### src/hw/hic_pkg.sv
package hic_pkg;
  localparam int unsigned hic_clk_period_ns = 20;
  localparam int unsigned hic_pulse_time_us = 10;
  // longest-time rounding: floor, but never below one cycle
  localparam int unsigned hic_pulse_cyc_raw = (hic_pulse_time_us * 1000) / hic_clk_period_ns;
  localparam int unsigned hic_pulse_cycles = (hic_pulse_cyc_raw < 1) ? 1 : hic_pulse_cyc_raw;
  localparam int unsigned hic_pulse_cnt_w = $clog2(hic_pulse_cycles + 1);

  localparam int unsigned hic_addr_w = 8;
  localparam int unsigned hic_data_w = 32;
  localparam int unsigned hic_nsrc = 5;
  localparam int unsigned hic_nevt = 6;

  // register indices; byte address is four times the index
  localparam logic [hic_addr_w-1:0] hic_idx_cfg = 8'h07;
  localparam logic [hic_addr_w-1:0] hic_idx_evt_status = 8'h08;
  localparam logic [hic_addr_w-1:0] hic_idx_evt_mask = 8'h09;
  localparam logic [hic_addr_w-1:0] hic_idx_state = 8'h0a;

  // host_irq_config field positions
  localparam int unsigned hic_cfg_mask_lsb = 0;
  localparam int unsigned hic_cfg_active_low = 5;
  localparam int unsigned hic_cfg_pulse_mode = 6;
  localparam int unsigned hic_cfg_open_drain = 7;
  localparam logic [7:0] hic_cfg_reset = 8'h00;
  localparam logic [hic_nevt-1:0] hic_evt_mask_reset = 6'h00;

  // event status bits 0..4 follow the source order; bit 5 is pin assertion
  localparam int unsigned hic_evt_pin = 5;

  // state register bit positions
  localparam int unsigned hic_st_req = 0;
  localparam int unsigned hic_st_fw_ready = 1;
  localparam int unsigned hic_st_pulse_busy = 2;
  localparam int unsigned hic_st_pin_level = 3;
endpackage

### src/hw/hic_pulse_timer.sv
`timescale 1ns/1ps
`default_nettype none
module hic_pulse_timer
  import hic_pkg::*;
(
  input wire logic i_clk,
  input wire logic i_resetn,
  input wire logic i_start,
  input wire logic i_clear,
  output logic o_busy
);
  logic [hic_pulse_cnt_w-1:0] cnt_q;
  logic [hic_pulse_cnt_w-1:0] cnt_d;
  logic busy_q;
  logic busy_d;

  // a start while busy restarts the full width
  always_comb begin
    cnt_d = cnt_q;
    busy_d = busy_q;
    if (i_clear) begin
      cnt_d = '0;
      busy_d = 1'b0;
    end else if (i_start) begin
      cnt_d = hic_pulse_cnt_w'(hic_pulse_cycles - 1);
      busy_d = 1'b1;
    end else if (busy_q) begin
      if (cnt_q == '0) begin
        busy_d = 1'b0;
      end else begin
        cnt_d = cnt_q - 1'b1;
      end
    end
  end

  always_ff @(posedge i_clk or negedge i_resetn) begin
    if (!i_resetn) begin
      cnt_q <= '0;
      busy_q <= 1'b0;
    end else begin
      cnt_q <= cnt_d;
      busy_q <= busy_d;
    end
  end

  assign o_busy = busy_q;
endmodule
`default_nettype wire

### src/hw/hic_sync3.sv
`timescale 1ns/1ps
`default_nettype none
module hic_sync3 (
  input wire logic i_clk,
  input wire logic i_resetn,
  input wire logic i_async,
  output logic o_level
);
  logic [2:0] ff_q;
  logic [2:0] ff_d;
  logic level_q;
  logic level_d;

  // level only moves when the second and third stages agree
  always_comb begin
    ff_d = {ff_q[1:0], i_async};
    level_d = (ff_q[1] == ff_q[2]) ? ff_q[2] : level_q;
  end

  always_ff @(posedge i_clk or negedge i_resetn) begin
    if (!i_resetn) begin
      ff_q <= 3'h0;
      level_q <= 1'h0;
    end else begin
      ff_q <= ff_d;
      level_q <= level_d;
    end
  end

  assign o_level = level_q;
endmodule
`default_nettype wire

### src/hw/hic_top.sv
// Summary of operation
// - configuration register at index 0x07 is read-write, reads return last write.
// - host interrupt stays deasserted until firmware initialisation completes.
// - watchdog or fatal warm reset keeps the configuration register contents.
// - during boot stage no host interrupt of any kind is raised.
// - configuration may change anytime; later interrupts use the new mode.
// - configuration resets to zero: active high, level, push-pull, unmasked.
// - after firmware initialisation, interrupt is asserted using the current mode.
// - bit 0 set masks wake-up FIFO interrupts.
// - bit 1 set masks non-wake-up FIFO interrupts.
// - bit 2 set masks synchronous status available interrupts.
// - bit 3 set masks asynchronous status or debug interrupts.
// - bit 4 set masks fault interrupts.
// - bit 5 selects polarity: 0 active high, 1 active low.
// - bit 6 selects level until cause clears, or one 10 us pulse.
// - bit 7 selects push-pull at 0 or open-drain at 1.
`timescale 1ns/1ps
`default_nettype none
module hic_top
  import hic_pkg::*;
(
  input wire logic i_clk,
  input wire logic i_resetn,
  input wire logic i_psel,
  input wire logic i_penable,
  input wire logic i_pwrite,
  input wire logic [hic_addr_w-1:0] i_paddr,
  input wire logic [hic_data_w-1:0] i_pwdata,
  input wire logic [3:0] i_pstrb,
  output logic o_pready,
  output logic [hic_data_w-1:0] o_prdata,
  output logic o_pslverr,
  input wire logic i_src_wake_fifo,
  input wire logic i_src_nonwake_fifo,
  input wire logic i_src_sync_status,
  input wire logic i_src_async_status,
  input wire logic i_src_fault,
  input wire logic i_fw_init_done,
  input wire logic i_warm_reset,
  input wire logic i_warm_keep_cfg,
  input wire logic i_host_irq_pin_i,
  output logic o_host_irq_pin_o,
  output logic o_host_irq_pin_oe,
  output logic o_irq
);
  // bus slave
  logic pready_q;
  logic pready_d;
  logic pslverr_q;
  logic pslverr_d;
  logic [hic_data_w-1:0] prdata_q;
  logic [hic_data_w-1:0] prdata_d;
  logic access;
  logic done;
  logic wr_en;
  logic rd_done;
  logic addr_ok;
  logic [hic_addr_w-1:0] idx;
  logic hit_cfg;
  logic hit_evt_status;
  logic hit_evt_mask;
  logic hit_state;
  logic cfg_wr;
  logic mask_wr;
  logic status_clr;

  // registers
  logic [7:0] cfg_q;
  logic [7:0] cfg_d;
  logic [hic_nevt-1:0] evt_q;
  logic [hic_nevt-1:0] evt_d;
  logic [hic_nevt-1:0] evt_mask_q;
  logic [hic_nevt-1:0] evt_mask_d;
  logic [hic_nevt-1:0] evt_seen_q;
  logic [hic_nevt-1:0] evt_seen_d;

  // core state
  logic fw_ready_q;
  logic fw_ready_d;
  logic req_q;
  logic req_d;
  logic [hic_nsrc-1:0] src_q;
  logic [hic_nsrc-1:0] src_now;
  logic assert_now;
  logic pin_o_q;
  logic pin_o_d;
  logic pin_oe_q;
  logic pin_oe_d;
  logic irq_q;
  logic irq_d;
  logic pulse_busy;
  logic pulse_start;
  logic pin_level;
  logic assert_q;
  logic assert_d;
  logic [hic_nsrc-1:0] src_d;

  function automatic logic [hic_data_w-1:0] zext8(input logic [7:0] v);
    zext8 = {{(hic_data_w-8){1'b0}}, v};
  endfunction

  // misaligned addresses hit nothing, so they answer with an error
  function automatic logic reg_hit(input logic [hic_addr_w-1:0] a,
                                   input logic [hic_addr_w-1:0] t);
    reg_hit = (a[1:0] == 2'h0) && ({2'h0, a[hic_addr_w-1:2]} == t);
  endfunction

  assign src_now = {i_src_fault, i_src_async_status, i_src_sync_status,
                    i_src_nonwake_fifo, i_src_wake_fifo};

  // word-aligned decode; low address bits must be zero
  assign idx = {2'h0, i_paddr[hic_addr_w-1:2]};
  assign access = i_psel && i_penable;
  assign done = access && pready_q;
  assign wr_en = done && i_pwrite && !pslverr_q;
  assign rd_done = done && !i_pwrite && !pslverr_q;
  assign hit_cfg = reg_hit(i_paddr, hic_idx_cfg);
  assign hit_evt_status = reg_hit(i_paddr, hic_idx_evt_status);
  assign hit_evt_mask = reg_hit(i_paddr, hic_idx_evt_mask);
  assign hit_state = reg_hit(i_paddr, hic_idx_state);
  assign addr_ok = hit_cfg || hit_evt_status || hit_evt_mask || hit_state;
  assign cfg_wr = wr_en && hit_cfg && i_pstrb[0];
  assign mask_wr = wr_en && hit_evt_mask && i_pstrb[0];
  assign status_clr = rd_done && hit_evt_status;

  // one wait state so that ready and read data both leave flip-flops
  always_comb begin
    pready_d = 1'b0;
    pslverr_d = 1'b0;
    prdata_d = prdata_q;
    evt_seen_d = evt_seen_q;
    if (access && !pready_q) begin
      pready_d = 1'b1;
      pslverr_d = !addr_ok;
      prdata_d = '0;
      evt_seen_d = '0;
      // refused reads return zero
      if (!i_pwrite && addr_ok) begin
        case (idx)
          hic_idx_cfg: prdata_d = zext8(cfg_q);
          hic_idx_evt_status: begin
            prdata_d = zext8({2'h0, evt_q});
            evt_seen_d = evt_q;
          end
          hic_idx_evt_mask: prdata_d = zext8({2'h0, evt_mask_q});
          hic_idx_state: begin
            prdata_d[hic_st_req] = req_q;
            prdata_d[hic_st_fw_ready] = fw_ready_q;
            prdata_d[hic_st_pulse_busy] = pulse_busy;
            prdata_d[hic_st_pin_level] = pin_level;
          end
          default: prdata_d = '0;
        endcase
      end
    end
  end

  always_ff @(posedge i_clk or negedge i_resetn) begin
    if (!i_resetn) begin
      pready_q <= 1'b0;
      pslverr_q <= 1'b0;
      prdata_q <= '0;
      evt_seen_q <= '0;
    end else begin
      pready_q <= pready_d;
      pslverr_q <= pslverr_d;
      prdata_q <= prdata_d;
      evt_seen_q <= evt_seen_d;
    end
  end

  // register file
  always_comb begin
    cfg_d = cfg_q;
    evt_mask_d = evt_mask_q;
    // warm reset of the watchdog or fatal kind leaves the configuration alone
    if (i_warm_reset && !i_warm_keep_cfg) begin
      cfg_d = hic_cfg_reset;
    end else if (cfg_wr) begin
      cfg_d = i_pwdata[7:0];
    end
    if (mask_wr) begin
      evt_mask_d = i_pwdata[hic_nevt-1:0];
    end
  end

  always_ff @(posedge i_clk or negedge i_resetn) begin
    if (!i_resetn) begin
      cfg_q <= hic_cfg_reset;
      evt_mask_q <= hic_evt_mask_reset;
    end else begin
      cfg_q <= cfg_d;
      evt_mask_q <= evt_mask_d;
    end
  end

  // request and boot gating
  always_comb begin
    fw_ready_d = fw_ready_q;
    // warm reset outranks an init strobe in the same cycle
    if (i_warm_reset) begin
      fw_ready_d = 1'b0;
    end else if (i_fw_init_done) begin
      fw_ready_d = 1'b1;
    end
    // masked sources never reach the request
    req_d = fw_ready_q &&
            (|(src_now &
               ~cfg_q[hic_cfg_mask_lsb +: hic_nsrc]));
    // previous levels, kept for edge capture
    src_d = src_now;
    assert_d = assert_now;
  end

  always_ff @(posedge i_clk or negedge i_resetn) begin
    if (!i_resetn) begin
      fw_ready_q <= 1'b0;
      req_q <= 1'b0;
      src_q <= '0;
      assert_q <= 1'b0;
    end else begin
      fw_ready_q <= fw_ready_d;
      req_q <= req_d;
      src_q <= src_d;
      assert_q <= assert_d;
    end
  end

  // pulse on each new request; a request held high gives one pulse only
  assign pulse_start = cfg_q[hic_cfg_pulse_mode] && req_d && !req_q;

  hic_pulse_timer u_pulse (
    .i_clk(i_clk),
    .i_resetn(i_resetn),
    .i_start(pulse_start),
    .i_clear(!fw_ready_q || !cfg_q[hic_cfg_pulse_mode]),
    .o_busy(pulse_busy)
  );

  hic_sync3 u_pin_sync (
    .i_clk(i_clk),
    .i_resetn(i_resetn),
    .i_async(i_host_irq_pin_i),
    .o_level(pin_level)
  );

  // pin drive
  assign assert_now = cfg_q[hic_cfg_pulse_mode] ? pulse_busy : req_q;

  always_comb begin
    logic lvl;
    lvl = assert_now ^ cfg_q[hic_cfg_active_low];
    if (cfg_q[hic_cfg_open_drain]) begin
      // open drain only ever pulls low; high comes from the pull-up
      pin_o_d = 1'b0;
      pin_oe_d = !lvl;
    end else begin
      pin_o_d = lvl;
      pin_oe_d = 1'b1;
    end
  end

  // local event interrupt
  always_comb begin
    // read clears only what was reported, and a new event wins over the clear
    evt_d = evt_q;
    if (status_clr) begin
      evt_d = evt_q & ~evt_seen_q;
    end
    evt_d[hic_nsrc-1:0] = evt_d[hic_nsrc-1:0] | (src_now & ~src_q);
    evt_d[hic_evt_pin] = evt_d[hic_evt_pin] | (assert_now && !assert_q);
    irq_d = |(evt_d & evt_mask_d);
  end

  always_ff @(posedge i_clk or negedge i_resetn) begin
    if (!i_resetn) begin
      evt_q <= '0;
      irq_q <= 1'b0;
    end else begin
      evt_q <= evt_d;
      irq_q <= irq_d;
    end
  end

  // pad drive leaves flip-flops so decode glitches never reach the pin
  always_ff @(posedge i_clk or negedge i_resetn) begin
    if (!i_resetn) begin
      pin_o_q <= 1'b0;
      pin_oe_q <= 1'b0;
    end else begin
      pin_o_q <= pin_o_d;
      pin_oe_q <= pin_oe_d;
    end
  end

  assign o_pready = pready_q;
  assign o_prdata = prdata_q;
  assign o_pslverr = pslverr_q;
  assign o_host_irq_pin_o = pin_o_q;
  assign o_host_irq_pin_oe = pin_oe_q;
  assign o_irq = irq_q;
endmodule
`default_nettype wire
### config.mk
export PLATFORM = sky130hd
export DESIGN_NAME = hic_top
export DESIGN_NICKNAME = d
export VERILOG_FILES = /design/src/hw/hic_pkg.sv /design/src/hw/hic_pulse_timer.sv /design/src/hw/hic_sync3.sv /design/src/hw/hic_top.sv
export SDC_FILE = /design/constraint.sdc
export NUM_CORES = 1
export LEC_CHECK = 0
export BUFFER_PORTS_ARGS = -buffer_cell sky130_fd_sc_hd__buf_4
export CAP_MARGIN = 20
export CORE_UTILIZATION = 50
export DETAILED_ROUTE_END_ITERATION = 16
export PLACE_DENSITY = 0.8
export SLEW_MARGIN = 10
export SYNTH_ARGS = -nofsm -noshare
export SYNTH_HDL_FRONTEND = slang
export SYNTH_SLANG_ARGS = --single-unit
### constraint.sdc
create_clock -name i_clk -period 2.64 [get_ports i_clk]
set_input_delay 0.396 -clock i_clk [delete_from_list [all_inputs] [get_ports i_clk]]
set_output_delay 0.396 -clock i_clk [all_outputs]
set_load 0.01 [all_outputs]
==> impl_results.md <==
* Worst skew pair latency at 0.33 ns
* Most common cell in the netlist: dfrtp_1
* Clock Skew at 0.00904 ns
* Final RePlAce weighted congestion at 0.825
* RSZ-0062 raised after global routing: no
* Part of the Yosys area used for sequential elements at 54.6%
* Cells after Synth at 238
* R2R setup slack at 0.37 ns
* Port buffer count at 43
* CTS tree: done
* Status: complete, no violations
* Post-CTS Resized at 0
* Kind of critical path: reg -> reg
* Largest net degree at the start of global routing at 62
* Total global routing track utilization at 23.5%
* Period utilization at 85.9%
* Worst R2R Path Depth at 6
* Yosys reg bits at 61
* Fmax at 441 MHz
* Ys async rst share at 100%
* ANT cells at 0
* Clk slew on worst S/H paths at 0.07 ns
* Hold buffers post-CTS at 0
* Synthesized area per cell at 11.8 um2
* HP Class: in -> async
* GRT overflow at 0
* Routed wire per std cell at 16.2 um
* Critical path capture point type: flop
* Non-Filler Instances at 370
* Deepest clock path buffer count at 2
* Area after DPL at 3150 um2
* Top cells by count, synth: 61 x dfrtp_1, 25 x buf_4, 21 x a22o_1, 21 x nand2_1, 13 x inv_1
* Final hold violation count at 0
* DRC errors left at 0
* Yosys warns at 0
* Routed Antenna Nets at 0
* Startpoint types: flop
* Crit path max fanout at 5
* Fin area at 3350 um2
* Layout cells sized above 1 at 27.3%
* Initial core utilization at 53.4%
* Worst slew margin at 50.5%
* PwrDens at 582 nW/um2
* DRT Pass-1 Iters at 5
* # Post-CTS Setup Buffers at 0
* Top-Level Pins at 95
* Hold slack at 0.123 ns
* Static Leak at 1.62 nW
* Slew Viols, Final at 0
* Top FF cell, synth: dfrtp_1
* Worst VDD drop at 0.403 mV
* Multi-input logic area at 1100 um2
* Max cap viols at 0
* Synth top area cells: dfrtp_1 55%, buf_4 6.7%, a22o_1 6.6%, nand2_1 2.8%, a222oi_1 2.1%
* Via Count at 2,039
* Total Wirelength at 5.99 mm
* Final setup violation count at 0
* Final net count at 354
* Chip Height at 76.8 um
* First-pass GRT wire length at 10.4 mm
* Filler cell count in the final layout at 427
* Post-route setup TNS at 0 ns
* Initial antenna violation count at 0
* Crit path DAT at 2.46 ns
* Register area at 1530 um2
* Post-synth EDFFs at 0
* Half-perimeter wire length after placement at 4.21 mm
* Num rows at 26
* Die width at 76.8 um
* Mapped cell area at 2800 um2
* CTS root buf: clkbuf_8
* Top-area cell type share of the netlist area at 54.6%
* Vias in the first global route at 2,069
* Tightest Pin Transition at 0.743 ns
* H-tree Lvls at 3
* Layout area overhead at 19.9%
* Placed cell count at 354
* CTS Sinks at 61
* Die area at 5900 um2
* Area leader, netlist: dfrtp_1
* Worst path required time at 2.84 ns
* Core area at 5240 um2
* Initial DRC count at 168
* Min Tclk post-route at 2.27 ns
* Yosys cell types at 52
* Vias per cell at 5.51
* Total CTS buffers at 9
-- path summary, 6_finish.rpt --
check / startpoint / endpoint
min in group i_clk: i_host_irq_pin_i / u_pin_sync.ff_q[0]
worst max-delay path: o_pready / o_irq
worst min-delay path: i_resetn / o_prdata[1]
max in group asynchronous: i_resetn / o_prdata[6]
worst max register to register: o_pready / o_irq
worst min register to register: u_pin_sync.ff_q[0] / u_pin_sync.ff_q[1]
-- placed cells by master, fill, tap and decap left out, types with 5 or more instances in the layout --
cell	n
a21oi_1	8
a222oi_1	6
a22o_1	21
buf_4	51
clkbuf_8	9
conb_1	24
dfrtp_1	61
inv_1	13
mux2_2	5
nand2_1	21
nor2_1	7
-- registers in the layout, indices dropped and copies added, names as in the netlist --
signal	cells
u_pulse.cnt_q	9
cfg_q	8
o_prdata	8
evt_mask_q	6
evt_q	6
evt_seen_q	6
src_q	5
u_pin_sync.ff_q	3
assert_q	1
fw_ready_q	1
o_host_irq_pin_o	1
o_host_irq_pin_oe	1
o_irq	1
o_pready	1
o_pslverr	1
req_q	1
u_pin_sync.o_level	1
u_pulse.o_busy	1
-- worst max-delay path: stages (launching register included) --
cell	delay, ns
dfrtp_1	0.38
or4b_2	0.63
nor4_4	0.44
nand2_1	0.11
a22o_1	0.22
a22oi_1	0.21
nand4_1	0.13
-- kinds of logic after synthesis --
logic type / Yosys count / share of synthesized area, %
AND/OR/NAND/NOR: 65 / 14.9
other: 1 / 0.134
multiplexers: 7 / 2.91
buffers and inverters: 41 / 9.12
flip-flops: 61 / 54.6
adder cells (fa/ha/maj): 2 / 0.805
AO/OA/AOI/OAI: 54 / 15.3
XOR/XNOR: 7 / 2.19
-- power by group --
part / internal (mW) / switching, mW / leakage (nW)
Clock: 0.527 / 0.348 / 0.107
Combinational: 0.0481 / 0.0731 / 0.728
Sequential: 0.949 / 0.00802 / 0.788
Total: 1.52 / 0.430 / 1.62
-- routing by layer --
| layer | vias to the layer above | share of wire (%) | routed length, um | GRT usage (%) |
|---|---|---|---|---|
| met4 | 0 | 2.5 | 147 | 10.2 |
| met3 | 13 | 9.0 | 537 | 8.10 |
| met1 | 995 | 43 | 2550 | 30.7 |
| met2 | 97 | 46 | 2750 | 35.4 |
| met5 | - | 0 | 0 | 0 |
| li1 | 934 | - | - | - |
-- metrics by stage --
| stage | utilization (%) | worst slack, ns | total power, mW |
|---|---|---|---|
| after floorplan | - | 0.394 | 1.04 |
| after global placement | 60.1 | 0.157 | 1.09 |
| after detailed placement | 60.1 | 0.152 | 1.10 |
| after CTS | 64.0 | 0.358 | 1.97 |
| after global routing | 64.0 | 0.249 | 2.03 |
| final | 64.0 | 0.372 | 1.95 |
-- area by class of cell --
type | instances | area share, %
Multi-Input combinational cell | 159 | 32.9
Timing Repair Buffer | 51 | 11.4
Clock inverter | 5 | 2.24
Inverter | 13 | 1.45
Clock buffer | 11 | 3.92
Tap cell | 70 | 2.61
Sequential cell | 61 | 45.5
Note: power is estimated with default switching activity, not from simulation.
